===== src/hdl/boot_cfg_pkg.sv =====
// Constants for the boot configuration word loader.
// Assumes one 10 MHz system clock and a 32-bit Avalon-MM register bus.
package boot_cfg_pkg;
  localparam int unsigned WORD_W         = 32;
  localparam int unsigned ADDR_W         = 4;
  // Byte addresses of the registers
  localparam logic [3:0]  OFS_CFG_WORD   = 4'h0;
  localparam logic [3:0]  OFS_WDT_CTRL   = 4'h4;
  localparam logic [3:0]  OFS_STATUS     = 4'h8;
  // Field positions in the configuration word
  localparam int unsigned RSV_HI_MSB     = 31;
  localparam int unsigned RSV_HI_LSB     = 24;
  localparam int unsigned WDT_FUSE_BIT   = 23;
  localparam int unsigned RSV_LO_MSB     = 22;
  localparam int unsigned RSV_LO_LSB     = 21;
  localparam int unsigned WATCHDOG_POSTSCALE_SEL_MSB      = 20;
  localparam int unsigned WATCHDOG_POSTSCALE_SEL_LSB      = 16;
  localparam int unsigned CKSM_MSB       = 15;
  localparam int unsigned CKSM_LSB       = 14;
  localparam int unsigned POSC_MSB       = 9;
  localparam int unsigned POSC_LSB       = 8;
  localparam int unsigned PS_W           = 5;
  localparam logic [4:0]  PS_MAX_CODE    = 5'h14;
  localparam logic [1:0]  CKSM_SW_ONLY   = 2'h1;
  localparam logic [1:0]  POSC_DISABLED  = 2'h3;
  localparam logic [31:0] RSV_MASK       = 32'hFF60_0000;
  // Control register bit and status fields
  localparam int unsigned CTRL_WDT_ON    = 0;
  localparam int unsigned ST_WDT_RUN     = 0;
  localparam int unsigned ST_WDT_LOCK    = 1;
  localparam int unsigned ST_CLK_SW      = 2;
  localparam int unsigned ST_FSCM        = 3;
  localparam int unsigned ST_RSV_BAD     = 4;
  localparam int unsigned ST_POSC_OFF    = 5;
  localparam int unsigned ST_PS_LSB      = 8;
  localparam int unsigned ST_PS_MSB      = 12;
  localparam logic [31:0] READ_ZERO      = 32'h0000_0000;

  typedef enum logic [1:0] {
    LD_RESET = 2'b00,
    LD_SAMPLE = 2'b01,
    LD_READY = 2'b10
  } load_state_t;
endpackage


===== src/hdl/cfg_decode_if.sv =====
// Carries the decoded configuration settings between loader and decoder.
// Assumes both ends sit on the same clock.
`timescale 1ns/10ps
`default_nettype none
interface cfg_decode_if;
  logic [31:0] word;
  logic        wdt_fuse;
  logic [4:0]  ps_code;
  logic        clk_switch_en;
  logic        fail_safe_en;
  logic        rsv_bad;
  logic        posc_off;
  modport loader  (output word, input wdt_fuse, ps_code, clk_switch_en, fail_safe_en,
                   rsv_bad, posc_off);
  modport decoder (input word, output wdt_fuse, ps_code, clk_switch_en, fail_safe_en,
                   rsv_bad, posc_off);
endinterface
`default_nettype wire


===== src/hdl/cfg_field_decode.sv =====
// Pure decoder of the configuration word fields.
// Assumes the word is held stable by the loader between resets.
`timescale 1ns/10ps
`default_nettype none
module cfg_field_decode
  import boot_cfg_pkg::*;
(
  cfg_decode_if.decoder dec
);
  logic [1:0] cksm;
  logic [4:0] ps_raw;

  assign ps_raw = dec.word[WATCHDOG_POSTSCALE_SEL_MSB:WATCHDOG_POSTSCALE_SEL_LSB];
  assign cksm   = dec.word[CKSM_MSB:CKSM_LSB];
  assign dec.wdt_fuse      = dec.word[WDT_FUSE_BIT];
  // Undefined codes behave as the largest ratio
  assign dec.ps_code       = (ps_raw > PS_MAX_CODE) ? PS_MAX_CODE : ps_raw;
  // Upper bit set kills both; 01 switching only; 00 both
  assign dec.clk_switch_en = ~cksm[1];
  assign dec.fail_safe_en  = ~cksm[1] & (cksm != CKSM_SW_ONLY);
  // Flag only: the device cannot repair a badly programmed word
  assign dec.rsv_bad       = (dec.word & RSV_MASK) != RSV_MASK;
  assign dec.posc_off      = dec.word[POSC_MSB:POSC_LSB] == POSC_DISABLED;
endmodule
`default_nettype wire


===== src/hdl/boot_config_word_watchdog_clock.sv =====
// Loader for the boot configuration word with watchdog and clock policy outputs.
// Assumes i_nv_word is stable from the nonvolatile array while reset is asserted.
//
// Local design decisions: the Avalon-MM slave port and the register offsets.
`timescale 1ns/10ps
`default_nettype none
module boot_config_word_watchdog_clock
  import boot_cfg_pkg::*;
(
  input  wire logic              i_ref_clk,
  input  wire logic              i_rst_n,
  input  wire logic [31:0]       i_nv_word,
  input  wire logic [ADDR_W-1:0] i_avs_address,
  input  wire logic              i_avs_read,
  input  wire logic              i_avs_write,
  input  wire logic [31:0]       i_avs_writedata,
  input  wire logic [3:0]        i_avs_byteenable,
  output logic [31:0]            o_avs_readdata,
  output logic                   o_avs_waitrequest,
  output logic                   o_cfg_ready,
  output logic                   o_wdt_enable,
  output logic [4:0]             o_wdt_postscale,
  output logic [20:0]            o_wdt_ratio,
  output logic                   o_clk_switch_en,
  output logic                   o_fail_safe_en
);
  load_state_t  state_q;
  logic [31:0]  word_q;
  logic         sw_wdt_on_q;
  logic         ack_q;
  logic [31:0]  status;
  logic         req;

  cfg_decode_if dec_bus ();

  cfg_field_decode u_decode (
    .dec (dec_bus.decoder)
  );

  assign dec_bus.word = word_q;

  // Sample one cycle after release so the strap is a clocked capture
  always_ff @(posedge i_ref_clk or negedge i_rst_n) begin
    if (!i_rst_n) begin
      state_q <= LD_RESET;
    end else begin
      case (state_q)
        LD_RESET:  state_q <= LD_SAMPLE;
        LD_SAMPLE: state_q <= LD_READY;
        LD_READY:  state_q <= LD_READY;
        default:   state_q <= LD_RESET;
      endcase
    end
  end

  // Captured once; no later path rewrites it
  always_ff @(posedge i_ref_clk or negedge i_rst_n) begin
    if (!i_rst_n) begin
      word_q <= READ_ZERO;
    end else if (state_q == LD_SAMPLE) begin
      word_q <= i_nv_word;
    end
  end

  assign o_cfg_ready = (state_q == LD_READY);

  // Single-cycle wait state; answer comes on the second edge after the request
  assign req               = i_avs_read | i_avs_write;
  assign o_avs_waitrequest = req & ~ack_q;

  always_ff @(posedge i_ref_clk or negedge i_rst_n) begin
    if (!i_rst_n) begin
      ack_q <= 1'b0;
    end else begin
      ack_q <= req & ~ack_q;
    end
  end

  // Software enable; only a low fuse lets it matter
  always_ff @(posedge i_ref_clk or negedge i_rst_n) begin
    if (!i_rst_n) begin
      sw_wdt_on_q <= 1'b0;
    end else if (i_avs_write && ack_q && i_avs_byteenable[0]
                 && i_avs_address == OFS_WDT_CTRL) begin
      sw_wdt_on_q <= i_avs_writedata[CTRL_WDT_ON];
    end
  end

  // Fuse forces run; a software clear cannot override it
  assign o_wdt_enable    = o_cfg_ready & (dec_bus.wdt_fuse | sw_wdt_on_q);
  assign o_wdt_postscale = dec_bus.ps_code;
  assign o_wdt_ratio     = 21'(1) << dec_bus.ps_code;
  assign o_clk_switch_en = o_cfg_ready & dec_bus.clk_switch_en;
  assign o_fail_safe_en  = o_cfg_ready & dec_bus.fail_safe_en;

  always_comb begin
    status = READ_ZERO;
    status[ST_WDT_RUN]            = o_wdt_enable;
    status[ST_WDT_LOCK]           = dec_bus.wdt_fuse;
    status[ST_CLK_SW]             = o_clk_switch_en;
    status[ST_FSCM]               = o_fail_safe_en;
    status[ST_RSV_BAD]            = dec_bus.rsv_bad & o_cfg_ready;
    status[ST_POSC_OFF]           = dec_bus.posc_off;
    status[ST_PS_MSB:ST_PS_LSB]   = dec_bus.ps_code;
  end

  // Read data registered at the wait-state edge, one before the answering edge; unmapped reads give zero
  always_ff @(posedge i_ref_clk or negedge i_rst_n) begin
    if (!i_rst_n) begin
      o_avs_readdata <= READ_ZERO;
    end else if (i_avs_read && !ack_q) begin
      case (i_avs_address)
        OFS_CFG_WORD: o_avs_readdata <= word_q;
        OFS_WDT_CTRL: o_avs_readdata <= {31'h0000_0000, sw_wdt_on_q};
        OFS_STATUS:   o_avs_readdata <= status;
        default:      o_avs_readdata <= READ_ZERO;
      endcase
    end
  end
endmodule
`default_nettype wire


===== config.mk =====
export PLATFORM = sky130hd
export DESIGN_NAME = boot_config_word_watchdog_clock
export DESIGN_NICKNAME = d
export VERILOG_FILES = /design/src/hdl/boot_cfg_pkg.sv /design/src/hdl/cfg_decode_if.sv /design/src/hdl/cfg_field_decode.sv /design/src/hdl/boot_config_word_watchdog_clock.sv
export SDC_FILE = /design/constraint.sdc
export NUM_CORES = 1
export LEC_CHECK = 0
export BUFFER_PORTS_ARGS = -buffer_cell sky130_fd_sc_hd__buf_2
export CORE_UTILIZATION = 40
export CTS_CLUSTER_DIAMETER = 150
export DETAILED_ROUTE_END_ITERATION = 6
export PLACE_DENSITY = 0.8
export SLEW_MARGIN = 5
export SYNTH_ARGS = -nofsm -noshare
export SYNTH_HDL_FRONTEND = slang
export SYNTH_SLANG_ARGS = --single-unit

===== constraint.sdc =====
create_clock -name i_ref_clk -period 1.9 [get_ports i_ref_clk]
set_clock_uncertainty 0.05 [all_clocks]
set_input_delay 0.095 -clock i_ref_clk [delete_from_list [all_inputs] [get_ports i_ref_clk]]
set_output_delay 0.095 -clock i_ref_clk [all_outputs]
set_load 0.005 [all_outputs]

# --- Word-level counts from Yosys, hierarchy flattened ---
# Cells that the tools add are included.
word_totals:
  output_inout_bits: 63
  regBits: 68
  input_bits: 76
  word_cells: 35
op_classes:
  n_eq_ne: 7
  shift: 1
  n_bitwise: 10
  muxes: 3
  n_lt_le_gt_ge: 1
  n_reduce_logical: 8
op_table:
  columns: ["cell", "count"]
  rows:
  - ["32-bit one-hot mux with 3 select lines", 1]
  - ["1-bit by 5-bit left shift with 21-bit output, first input constant", 1]
  - ["10-bit != test, second input constant", 1]
  - ["1-bit AND", 6]
  - ["5-bit greater-than comparator, second input constant", 1]
  - ["5-bit 2-to-1 mux", 1]
  - ["2-bit == test, second input constant", 2]
  - ["4-bit by 3-bit == test with 1-bit output, second input constant", 1]
  - ["4-bit == test, second input constant", 1]
  - ["1-bit logical AND", 4]
  - ["4-bit logical NOT", 1]
  - ["2-bit one-hot mux with 2 select lines", 1]
  - ["2-bit by 1-bit == test with 1-bit output, second input constant", 1]
  - ["2-bit logical NOT", 1]
  - ["2-bit by 1-bit != test with 1-bit output, second input constant", 1]
  - ["1-bit NOT", 2]
  - ["1-bit OR", 2]
  - ["2-bit OR reduction", 1]
  - ["1-bit logical NOT", 1]

# --- Depth between registers and ports, before layout ---
# Gate-level depths: netlist of the first run.
logic_depth:
  depth_word: 4
  mapped_depth: 5

# --- Hierarchy ---
# A second synthesis of the first run with hierarchy kept.
hier_totals:
  hier_cells: 237
  area_unflattened_um2: 2974.1
modules_own_cells:
  columns: ["module", "seq_area_each_um2", "n_inst", "cells_each", "area_per_inst_um2"]
  rows:
  - ["boot_config_word_watchdog_clock", 1701.6, 1, 223, 2895.3]
  - ["cfg_field_decode", 0.0, 1, 14, 78.8]

# --- Worst setup path after synthesis of the first run ---
# Ideal clock, no wire load.
synth_path:
  path_type: "register -> register"
  from: "register state_q[1]"
  to: "register word_q[10] (netlist: dec_bus.word[10])"
  required_time_ns: 1.725
  period_less_slack_ns: 1.451
  t_arrival_ns: 1.277
  setup_ns: 0.125
  path_stages_with_launch: 6
  setup_slack_ns: 0.449
  cell_sequence: "dfrtp_1 > inv_1 > ha_1 > clkbuf_1 > buf_2 > mux2_2"
synth_between:
  elab_chain_len: 1
synth_rtl:
  columns: ["element", "line_no", "source"]
  rows:
  - ["from (decl)", "boot_config_word_watchdog_clock.sv:27", "load_state_t state_q;"]
  - ["from (signal assigned)", "boot_config_word_watchdog_clock.sv:45", "state_q <= LD_RESET;"]
  - ["from (signal assigned)", "boot_config_word_watchdog_clock.sv:48", "LD_RESET: state_q <= LD_SAMPLE;"]
  - ["from (signal assigned)", "boot_config_word_watchdog_clock.sv:49", "LD_SAMPLE: state_q <= LD_READY;"]
  - ["2-bit by 1-bit == test with 1-bit output", "boot_config_word_watchdog_clock.sv:60", "end else if (state_q == LD_SAMPLE) begin"]
  - ["to (signal assigned)", "boot_config_word_watchdog_clock.sv:61", "word_q <= i_nv_word;"]
  - ["to (decl)", "boot_config_word_watchdog_clock.sv:28", "logic [31:0] word_q;"]
# No other way between the ends.
# A chain may end at the register's enable or synchronous reset.

# --- Final worst setup path of the first run ---
layout_path:
  from: "register word_q[20] (netlist: dec_bus.word[20])"
  to: "output port o_wdt_ratio[10]"
layout_between:
  elab_chain_len: 3
layout_rtl:
  columns: ["element", "line_no", "source"]
  rows:
  - ["5-bit greater-than comparator", "cfg_field_decode.sv:17", "assign dec.ps_code = (ps_raw > PS_MAX_CODE) ? PS_MAX_CODE : ps_raw;"]
  - ["5-bit 2-to-1 mux (*)", "cfg_field_decode.sv:17", null]
  - ["1-bit by 5-bit left shift with 21-bit output (*)", "boot_config_word_watchdog_clock.sv:92", "assign o_wdt_ratio = 21'(1) << dec_bus.ps_code;"]
  - ["to (decl)", "boot_config_word_watchdog_clock.sv:23", "output logic [20:0] o_wdt_ratio,"]
# Every way passes the cells marked *; elsewhere a longest branch is shown, timed or not.

==> Flow_metrics.wiki, run 1 <==
{| class="wikitable"
! Metric !! Value
|-
| Layout-stage area growth over the synthesis result || 40.2%
|-
| Floorplan core area || 0.00725 mm²
|-
| Starting density of the core || 0.412
|-
| Die Outline Area || around 0.0078 mm²
|-
| Worst min-delay path class || primary input to flip-flop
|-
| FF-to-FF setup slack || roughly 420 ps
|-
| Initial DRT Pass Iterations || 7
|-
| Type of origin of the critical path || flip-flop
|-
| Crit path required time || 1750 ps
|-
| Number of vias in the routed layout || roughly 2600
|-
| Number of cells on the worst reg-to-reg path || 4
|-
| Sink of the worst hold path || sw_wdt_on_q$_DFFE_PN0P_
|-
| Unrepaired setup endpoints after global routing || true
|-
| Placed wire-length estimate || between 4000 and 5000 µm
|-
| Post-synthesis register bit count || around 70
|-
| Fraction of post-synthesis cell area in the top cell type by area || 0.569
|-
| Number of buffers on the longest clock path || 2
|-
| Avg Inst Size Synth || approximately 11 µm²
|-
| Initial detailed-routing violation count || around 130
|-
| Worst reg2reg endpoint || dec_bus.word[25]$_DFFE_PN0N_
|-
| Max-capacitance violation count || 0
|-
| Total nets after synthesis || around 360
|-
| Highest-count cells in the layout ignoring fill and taps || 104 x buf_2, 67 x dfrtp_1, 61 x nand2_1, 36 x dlygate4sd3_1, 34 x mux2_2
|-
| Share of layout cells above drive strength 1 || 0.397
|-
| Cells after Synth || between 200 and 300
|-
| Data arrival time of the worst path || about 1600 ps
|-
| Post-synthesis share of cell area spent on and, or, nand and nor gates || 0.155
|-
| Total track usage || 0.198
|-
| Power density relative to cell area || ~740 mW/mm²
|-
| Sequential share of the synthesized area || 0.569
|-
| Global route total overflow || 0
|-
| Synth warnings || 0
|-
| Clock sink total || just under 70
|-
| Buffers added on ports || 104
|-
| Net count reported at finish || approximately 500
|-
| Slew @ Worst Pin || ~550 ps
|-
| Largest voltage drop on the vdd net || 417 µV
|-
| Multiplexer share of the synthesized area || 0.128
|-
| Result of the run || finished with violations
|-
| Layout filler cell count || 617
|-
| Setup crit end kind || output port
|-
| Number of H-tree branching levels || 3
|-
| Total negative slack for setup checks || 0 ps
|-
| Non-filler cells in the finished layout || about 520
|-
| Pin count of the biggest net entering global routing || 69
|-
| Root buffer cell || clkbuf_8
|-
| Clock share of power || 0.381
|-
| DIE WIDTH || between 80 and 90 µm
|-
| Antenna diodes || 0
|-
| Share of power burned in combinational logic || 0.113
|-
| TritonCTS clock tree || built
|-
| Violated checks || DRC
|-
| First-pass GRT wire length || roughly 12000 µm
|-
| Vias per inst || 4.97
|-
| Initial antenna violation count || 0
|-
| Total CTS buffers || 9
|-
| Wirelength per Cell || about 14 µm
|-
| Worst slew margin || 0.632
|-
| Number of I/O pins || approximately 140
|-
| Worst hold path depth || 4
|-
| Critical hold path startpoint || i_avs_address[3]
|-
| Synthesized area || around 0.0030 mm²
|-
| Upper clock frequency limit || ~0.57 GHz
|-
| Leakage Power || ~2.0 nW
|-
| Routability cong. || approximately 0.73
|-
| Reported net switching power || approximately 0.00076 W
|-
| Fraction of synthesized cell area in xor and xnor cells || 0
|-
| Compound-Gate Fraction of Synth Area || 0.0950
|-
| Minimum clock period || roughly 1800 ps
|-
| Height of the die || 88.4 µm
|-
| Top fanout value on the critical path || 13
|-
| Dominant combinational cell family by area after synthesis || simple AND/OR/NAND/NOR gates
|-
| Final routed DRC violation total || 2
|-
| Wirelength, routed || ~7400 µm
|-
| Number of distinct library cells after synthesis || 30
|-
| Internal power consumption || ~0.0023 W
|-
| Reg-to-reg critical path startpoint || state_q[1]$_DFF_PN0_
|-
| Fraction of power spent switching nets || 0.246
|-
| Largest cells by area after synthesis || dfrtp_1 57%, mux2_2 13%, nand2_1 7.7%, o21ai_1 5.4%, a22oi_1 2.0%
|-
| Placed Cells incl. Taps || 470
|-
| Slew Viols, Final || 0
|-
| Number of global-route vias before repair || ~2400
|-
| Clk_lat worst skew || ~330 ps
|-
| Setup Viol. Count Final || 0
|-
| Final hold vios || 0
|-
| Post-CTS Setup Bufs || 0
|-
| Fraction of the mapped netlist area in adder cells || 0.0126
|-
| Final clock period utilization by the worst path || 0.930
|-
| Dominant cell type by area after synthesis || dfrtp_1
|-
| Antenna violation net count after detailed routing || 0
|-
| Clock Pin Slew Worst Setup and Hold Paths || 80 ps
|-
| Most common library cell in the layout ignoring fill and taps || buf_2
|-
| Critical setup path kind || flip-flop to output port
|-
| Num rows || 31
|-
| Sequential fraction of design power || 0.506
|}
## critical path: stages (launching register included)
cell	delay, ps
dfrtp_2	500
nand2b_1	230
inv_2	120
nand2_1	100
nor3b_1	200
buf_2	140
## Yosys cell counts (all sizes together)
| cell type | count |
|---|---|
| nand4 | 2 |
| nor4bb | 1 |
| nand3 | 1 |
| ha | 3 |
| dfrtp | 68 |
| nor3b | 2 |
| nor3 | 7 |
| and4b | 1 |
| mux2 | 34 |
| inv | 7 |
| o311ai | 1 |
| nor4 | 2 |
| nor4b | 1 |
| buf | 10 |
| nor2 | 14 |
| nand2 | 61 |
| a32oi | 3 |
| nand2b | 4 |
| nor2b | 1 |
| and4 | 1 |
| clkbuf | 10 |
| a22oi | 8 |
| o21a | 1 |
| and2 | 1 |
| a2111o | 1 |
| or3 | 1 |
| o21ai | 32 |
| a21oi | 2 |
## routing by layer
metal | routed length, µm | global-route usage
met4 | 161 | 0.101
met1 | 3310 | 0.270
met2 | 3580 | 0.304
met3 | 319 | 0.0345
met5 | 0 | 0
## power by group through the flow
| stage | Clock [W] | Sequential (W) | Combinational, W |
|---|---|---|---|
| 2_1_floorplan | 0 | 0.00157 | 0.000147 |
| 3_3_place_gp | 0 | 0.00159 | 0.000285 |
| 3_5_place_dp | 0 | 0.00159 | 0.000293 |
| 4_1_cts | 0.00122 | 0.00156 | 0.000350 |
| 5_1_grt | 0.00128 | 0.00157 | 0.000391 |
| 6_report | 0.00118 | 0.00157 | 0.000350 |
## sequential cells by signal, indices dropped and copies added, names as in the netlist
| register | count |
|---|---|
| dec_bus.word | 32 |
| state_q | 2 |
| sw_wdt_on_q | 1 |
| o_avs_readdata | 32 |
| ack_q | 1 |
## how the worst max path moves through the flow
stage                                       startpoint                        endpoint  slack, ps
after global routing      dec_bus.word[20]$_DFFE_PN0N_                 o_wdt_ratio[10]          2
after floorplan                   state_q[1]$_DFF_PN0_    dec_bus.word[10]$_DFFE_PN0N_        450
after detailed placement              i_avs_address[1]  o_avs_readdata[12]$_DFFE_PN0P_        390
after global placement    dec_bus.word[20]$_DFFE_PN0N_                 o_wdt_ratio[10]        420
final                     dec_bus.word[20]$_DFFE_PN0N_                 o_wdt_ratio[10]        130
after CTS                 dec_bus.word[20]$_DFFE_PN0N_                 o_wdt_ratio[10]         30
## per-stage QoR
stage          power (W)  worst slack (ps)  hold slack, ps   util  cell area [µm²]
2_1_floorplan    0.00172               449            -251      -             2990
3_3_place_gp     0.00187               420            87.3  0.499             3620
3_5_place_dp     0.00189               392            92.7  0.499             3620
4_1_cts          0.00313              27.6             151  0.577             4180
5_1_grt          0.00325              2.34             183  0.578             4190
6_report         0.00309               132             162  0.578             4190
## area by class of cell
cell class	count	area, µm²	area share
inverters	7	26.3	0.00627
multi-input cells	185	1180	0.281
flip-flops and latches	68	1700	0.406
clock buffers	10	138	0.0328
repair buffers	147	958	0.229
well taps	99	124	0.0296
clock inverters	6	62.6	0.0149
## cells by family (layout without fill, tap and decap cells)
| family | Yosys count | in the layout |
|---|---|---|
| and+or+nand+nor | 100 | 100 |
| AOI/OAI and AO/OA | 48 | 48 |
| DFF | 68 | 68 |
| buffers and inverters | 27 | 170 |
| adders and majority gates | 3 | 3 |
| muxes | 34 | 34 |
## timing repair
item | in CTS | in global routing
gates resized for setup | 0 | 4
setup endpoints to repair | 0 | 6
endpoints found under the hold margin | 102 | 0
hold buffers | 36 | 0
Power figures use the tool's default switching activity.
==> run 2: changes to the inputs <==
ABC_AREA = 1   (was unset)
==> Flow_metrics.wiki, run 2 <==
{| class="wikitable"
! Metric !! Value
|-
| Minimum clock period || between 1500 and 2000 ps
|-
| Post-synthesis register bit count || 68
|-
| Total Power Consumption || approximately 0.003 W
|-
| Number of I/O pins || ~140
|-
| Setup crit end kind || output port
|-
| Cells after Synth || 362
|-
| Number of H-tree branching levels || 3
|-
| Starting density of the core || 0.417
|-
| Pin count of the biggest net entering global routing || 69
|-
| Hold_ws || 11.8 ps
|-
| Post-synthesis share of cell area spent on and, or, nand and nor gates || 0.215
|-
| Wirelength, routed || roughly 7800 µm
|-
| Fraction of synthesized cell area in xor and xnor cells || 0
|-
| DR WL met3 || slightly below 300 µm
|-
| Buffers added on ports || approximately 100
|-
| Largest voltage drop on the vdd net || around 450 µV
|-
| Total track usage || 0.205
|-
| Total nets after synthesis || ~440
|-
| Number of global-route vias before repair || around 2700
|-
| Synthesized area || a little over 0.003 mm²
|-
| Type of origin of the critical path || flip-flop
|-
| Dominant combinational cell family by area after synthesis || simple AND/OR/NAND/NOR gates
|-
| Reg-to-reg critical path startpoint || ack_q$_DFF_PN0_
|-
| TritonCTS clock tree || built
|-
| Highest-count cells in the layout ignoring fill and taps || 109 x nand2_1, 104 x buf_2, 65 x dfrtp_1, 46 x inv_1, 36 x dlygate4sd3_1
|-
| Setup Viol. Count Final || 0
|-
| Sequential share of the synthesized area || 0.556
|-
| Multiplexer share of the synthesized area || 0.00736
|-
| Total negative slack for setup checks || 0 ps
|-
| Layout-stage area growth over the synthesis result || 39.6%
|-
| Placed wire-length estimate || ~5000 µm
|-
| Dominant cell type by area after synthesis || dfrtp_1
|-
| Die Outline Area || approximately 0.0080 mm²
|-
| Global route total overflow || 0
|-
| Worst slew margin || 0.410
|-
| Final routed DRC violation total || 0
|-
| DIE WIDTH || ~90 µm
|-
| Antenna diodes || 0
|-
| Layout filler cell count || 634
|-
| Height of the die || just under 90 µm
|-
| Max-capacitance violation count || 0
|-
| Wirelength per Cell || approximately 13 µm
|-
| Post-route met1 wirelength || 3530 µm
|-
| Register cell area after layout || roughly 0.0017 mm²
|-
| Top sig layer || met4
|-
| Clock sink total || 68
|-
| Area of the multi-input gates || ~0.0011 mm²
|-
| Number of buffers on the longest clock path || 2
|-
| Initial antenna violation count || 0
|-
| Data arrival time of the worst path || roughly 1600 ps
|-
| Number of distinct library cells after synthesis || 23
|-
| Post-synth ARST share || 1.00
|-
| Total CTS buffers || 9
|-
| Net count reported at finish || 584
|-
| Final hold vios || 0
|-
| Routability cong. || between 0.7 and 0.8
|-
| Leakage Power || about 2.3 nW
|-
| Slew @ Worst Pin || around 880 ps
|-
| Unrepaired setup endpoints after global routing || false
|-
| Top fanout value on the critical path || 8
|-
| Synth warnings || 0
|-
| Routed wl met2 || roughly 3800 µm
|-
| Power density relative to cell area || around 700 mW/mm²
|-
| Number of enable-type register cells in the synthesized netlist || 0
|-
| Upper clock frequency limit || 0.562 GHz
|-
| Floorplan core area || 0.00733 mm²
|-
| Share of layout cells above drive strength 1 || 0.302
|-
| Root buffer cell || clkbuf_8
|-
| List of most frequent post-synthesis cells || 109 x nand2_1, 68 x dfrtp_1, 46 x inv_1
|-
| Fraction of the mapped netlist area in adder cells || 0.0123
|-
| Worst Setup SP || dec_bus.word[20]$_DFFE_PN0N_
|-
| Vias per inst || approximately 4.7
|-
| Worst min-delay path class || primary input to flip-flop
|-
| Clock Pin Slew Worst Setup and Hold Paths || about 70 ps
|-
| Critical setup path kind || flip-flop to output port
|-
| Final clock period utilization by the worst path || 0.936
|-
| Largest cells by area after synthesis || dfrtp_1 56%, nand2_1 13%, inv_1 5.6%, o21ai_0 5.4%, o31ai_1 5.2%
|-
| Avg Inst Size Synth || roughly 8.4 µm²
|-
| Crit path required time || about 1800 ps
|-
| Dominant synthesized flop cell || dfrtp_1
|-
| Fraction of post-synthesis cell area in the top cell type by area || 0.556
|-
| Initial detailed-routing violation count || ~140
|-
| Compound-Gate Fraction of Synth Area || 0.123
|-
| Slew Viols, Final || 0
|-
| First-pass GRT wire length || about 12000 µm
|-
| Initial DRT Pass Iterations || 4
|-
| Clk_lat worst skew || between 300 and 400 ps
|-
| Critical hold path startpoint || i_avs_byteenable[0]
|-
| Result of the run || completed
|-
| Library cell with the highest instance count after synthesis || nand2_1
|-
| Antenna violation net count after detailed routing || 0
|-
| Num rows || 31
|-
| Number of vias in the routed layout || 2849
|-
| Most common library cell in the layout ignoring fill and taps || nand2_1
|}
run 2: cell type report:
| type | count | share of cell area |
|---|---|---|
| tap | 99 | 0.0290 |
| clock buffer | 10 | 0.0322 |
| multi-input combinational | 225 | 0.259 |
| clock inverter | 6 | 0.00909 |
| inverter | 52 | 0.0463 |
| sequential | 68 | 0.400 |
| timing repair buffer | 149 | 0.225 |
run 2: critical path: stages (launching register included):
cell and delay, ps:
dfrtp_1 470, inv_2 150, a21oi_2 200, nand2_4 110, nand3_2 70, inv_2 40
nand2_1 70, nor2_1 50, buf_2 130
run 2: cell families after synthesis:
family / after synthesis
flip-flops: 68
AO/OA/AOI/OAI: 62
AND/OR/NAND/NOR: 158
buffers and inverters: 69
adder cells (fa/ha/maj): 3
multiplexers: 2
run 2: worst paths after layout:
check,slack [ps],cells past startpoint,to
worst max-delay path,120,8,o_wdt_ratio[13]
min in group asynchronous,250,3,o_avs_readdata[21]$_DFFE_PN0P_
max in group asynchronous,1240,3,dec_bus.word[18]$_DFFE_PN0N_
worst min register to register,420,1,ack_q$_DFF_PN0_
worst max register to register,330,4,o_avs_readdata[21]$_DFFE_PN0P_
worst min-delay path,10,3,sw_wdt_on_q$_DFFE_PN0P_
run 2: power breakdown:
group / switching [W] / internal, W
clock: 0.000552 / 0.000506
sequential: 0.0000439 / 0.00152
combinational: 0.000209 / 0.000171
run 2: routing by layer:
metal / vias to the layer above / GRT usage
met5: - / 0
met4: 0 / 0.0924
met3: 14 / 0.0231
met2: 81 / 0.345
met1: 1329 / 0.268
li1: 1425 / -
run 2: per-stage QoR:
| step | cells | setup slack, ps | area (µm²) | utilization |
|---|---|---|---|---|
| detailed placement | 554 | 395 | 3690 | 0.504 |
| finish | 609 | 122 | 4270 | 0.582 |
| floorplan | 362 | 581 | 3060 | - |
| global placement | 554 | 463 | 3690 | 0.504 |
| CTS | 606 | 39.5 | 4230 | 0.577 |
| global route | 609 | 5.68 | 4270 | 0.582 |
run 2: what timing repair did:
action | in CTS | in global routing
setup buffers | 0 | 3
endpoints found under the setup margin | 0 | 15
hold endpoints to repair | 102 | 0
hold buffers | 36 | 0
resized for setup | 0 | 6
==> run 3: changes to the inputs <==
PLACE_DENSITY = 0.79   (was 0.8)
SYNTH_HIERARCHICAL = 1   (was unset)
clock period = 2 ns   (was 1.9 ns; I/O delays follow)
==> Flow_metrics.wiki, run 3 <==
{| class="wikitable"
! Metric !! Value
|-
| Non-filler cells in the finished layout || 622
|-
| Global route total overflow || 0
|-
| Top fanout value on the critical path || 7
|-
| M3 GR Usage || 0.0328
|-
| Layer carrying the most global-route usage || met2
|-
| Minimum clock period || between 1500 and 2000 ps
|-
| Final hold vios || 0
|-
| Number of global-route vias before repair || 2891
|-
| Number of I/O pins || approximately 140
|-
| Number of cells on the worst reg-to-reg path || 4
|-
| Total track usage || 0.194
|-
| Dominant combinational cell family by area after synthesis || simple AND/OR/NAND/NOR gates
|-
| List of most frequent post-synthesis cells || 104 x nand2_1, 68 x dfrtp_1, 50 x inv_1
|-
| Setup crit end kind || output port
|-
| Die Outline Area || about 0.0086 mm²
|-
| Synth warnings || 6
|-
| Leakage Power || 2.37 nW
|-
| Result of the run || completed
|-
| Antenna diodes || 0
|-
| Wirelength per Cell || roughly 13 µm
|-
| Synthesized area || about 0.0033 mm²
|-
| Worst min-delay path class || primary input to flip-flop
|-
| Number of enable-type register cells in the synthesized netlist || 0
|-
| Number of buffers on the longest clock path || 2
|-
| Net count reported at finish || between 500 and 600
|-
| DIE WIDTH || between 90 and 100 µm
|-
| Worst hold path depth || 4
|-
| Slew Viols, Final || 0
|-
| Clk_lat worst skew || 330 ps
|-
| Dominant cell type by area after synthesis || dfrtp_1
|-
| Unrepaired setup endpoints after global routing || true
|-
| Starting density of the core || 0.420
|-
| Post-synthesis share of cell area spent on and, or, nand and nor gates || 0.210
|-
| Wirelength, routed || between 7000 and 8000 µm
|-
| Placed Cells incl. Taps || 568
|-
| Layout-stage area growth over the synthesis result || 35.3%
|-
| Crit path max-delay cell type || dfrtp_1
|-
| Fraction of the mapped netlist area in adder cells || 0.0114
|-
| Fraction of synthesized cell area in xor and xnor cells || 0
|-
| Final routed DRC violation total || 0
|-
| Post-synthesis register bit count || 68
|-
| Placed wire-length estimate || approximately 5000 µm
|-
| Total Power Consumption || 0.00295 W
|-
| Library cell with the highest instance count after synthesis || nand2_1
|-
| Sequence of cells on the critical path || o21a_1 -> a21oi_1 -> buf_4 -> nand3_1 -> nor2_1 -> buf_2
|-
| Met2 layer usage reported by global route || 0.335
|-
| Clock Pin Slew Worst Setup and Hold Paths || ~70 ps
|-
| Height of the die || roughly 93 µm
|-
| Avg Inst Size Synth || around 8.8 µm²
|-
| Cells after Synth || around 370
|-
| Number of distinct library cells after synthesis || 22
|-
| Post-synth ARST share || 1.00
|-
| Initial antenna violation count || 0
|-
| Largest voltage drop on the vdd net || approximately 350 µV
|-
| Vias per inst || 4.73
|-
| Share of layout cells above drive strength 1 || 0.350
|-
| Compound-Gate Fraction of Synth Area || 0.156
|-
| Final clock period utilization by the worst path || 0.952
|-
| Buffers added on ports || between 100 and 150
|-
| Power density relative to cell area || 661 mW/mm²
|-
| Type of origin of the critical path || flip-flop
|-
| Post-Place Cell Area || about 0.0039 mm²
|-
| Number of H-tree branching levels || 3
|-
| Max-capacitance violation count || 0
|-
| Final design instance area without fill || 0.00446 mm²
|-
| Upper clock frequency limit || 0.525 GHz
|-
| Most common library cell in the layout ignoring fill and taps || buf_2
|-
| Initial DRT Pass Iterations || 4
|-
| Total CTS buffers || 9
|-
| Routability cong. || ~0.76
|-
| Num rows || 32
|-
| Floorplan core area || 0.00785 mm²
|-
| Initial detailed-routing violation count || 129
|-
| Number of vias in the routed layout || 2944
|-
| Pin count of the biggest net entering global routing || 69
|-
| Highest-count cells in the layout ignoring fill and taps || 104 x buf_2, 103 x nand2_1, 67 x dfrtp_1, 49 x inv_1, 36 x dlygate4sd3_1
|-
| Total nets after synthesis || approximately 450
|-
| Multiplexer share of the synthesized area || 0.00684
|-
| Setup Viol. Count Final || 0
|-
| First-pass GRT wire length || roughly 13000 µm
|-
| Slew @ Worst Pin || 1090 ps
|-
| Crit-path max cell delay || between 400 and 500 ps
|-
| Sequential share of the synthesized area || 0.517
|-
| Met1 usage in global routing || 0.240
|-
| Data arrival time of the worst path || around 1800 ps
|-
| Dominant synthesized flop cell || dfrtp_1
|-
| TritonCTS clock tree || built
|-
| Critical setup path kind || flip-flop to output port
|-
| Antenna violation net count after detailed routing || 0
|-
| Clock sink total || slightly below 70
|-
| Worst slew margin || 0.271
|-
| Largest cells by area after synthesis || dfrtp_1 52%, nand2_1 12%, o31ai_2 8.0%, inv_1 5.7%, o21ai_0 4.6%
|-
| Root buffer cell || clkbuf_8
|-
| Fraction of post-synthesis cell area in the top cell type by area || 0.517
|-
| Crit path required time || about 1900 ps
|}
-- run 3: cell types whose count changed after synthesis, moves of 3 or more --
cell      change
o21ai_2       +9
nand2_2       +6
clkbuf_1      -7
o22ai_1       -5
o31ai_1      -21
nand3_1       +6
inv_1         +4
o21ai_0       -3
nand2_1       -5
buf_6         +6
nor2_2        +4
o31ai_2      +21
inv_2         -4
-- run 3: layer usage --
metal  vias up  part of all wire
li1       1448                 -
met2        93              0.49
met3        13             0.048
met5         -                 0
met4         0             0.018
met1      1390              0.44
-- run 3: worst paths after layout --
check	from	endpoint	slack, ps
max	dec_bus.word[19]$_DFFE_PN0N_	o_wdt_ratio[11]	100
min	i_avs_address[3]	sw_wdt_on_q$_DFFE_PN0P_	60
max reg2reg	ack_q$_DFF_PN0_	o_avs_readdata[16]$_DFFE_PN0P_	310
min reg2reg	o_avs_readdata[1]$_DFFE_PN0P_	o_avs_readdata[1]$_DFFE_PN0P_	430
max in group asynchronous	i_rst_n	dec_bus.word[20]$_DFFE_PN0N_	1330
min in group asynchronous	i_rst_n	o_avs_readdata[3]$_DFFE_PN0P_	280
-- run 3: final cells by class --
type                       instances  area (µm²)
tap                              102         128
sequential                        68        1700
clock buffer                      11         131
clock inverter                     5        52.6
timing repair buffer             149         973
inverter                          52         195
fill                             707        3390
multi-input combinational        235        1270
-- run 3: what timing repair did --
item / CTS / global route
gates resized for setup: 0 / 3
hold buffers: 36 / 0
endpoints found under the setup margin: 0 / 19
hold endpoints to repair: 102 / 0
setup buffers: 0 / 2
-- run 3: worst max-delay path: cells and delay by family (launching register included) --
family / cells / cell delay, ps
flops: 1 / 430
simple gates: 2 / 280
compound gates: 2 / 410
buf+inv: 2 / 310
-- run 3: stage by stage --
step / hold slack [ps] / utilization / setup WS, ps / TNS, ps
5_1_grt: 90.8 / 0.568 / -15.9 / -29.1
3_3_place_gp: 96.5 / 0.496 / 382 / 0
6_report: 63.6 / 0.568 / 96.6 / 0
2_1_floorplan: -246 / - / 497 / 0
3_5_place_dp: 103 / 0.496 / 304 / 0
4_1_cts: 44.0 / 0.565 / 28.7 / 0
-- run 3: cell families (layout without fill, tap and decap cells) --
logic type,after synthesis,count (layout)
simple gates,166,166
flops,68,68
mux,2,2
buf+inv,71,217
fa+ha+maj,3,3
compound gates,64,64
-- run 3: power by group --
group,switching [W],internal (W),leakage [nW]
combinational,0.000223,0.000175,1.42
clock,0.000499,0.000571,0.0931
sequential,0.0000393,0.00144,0.862
total,0.000762,0.00219,2.37
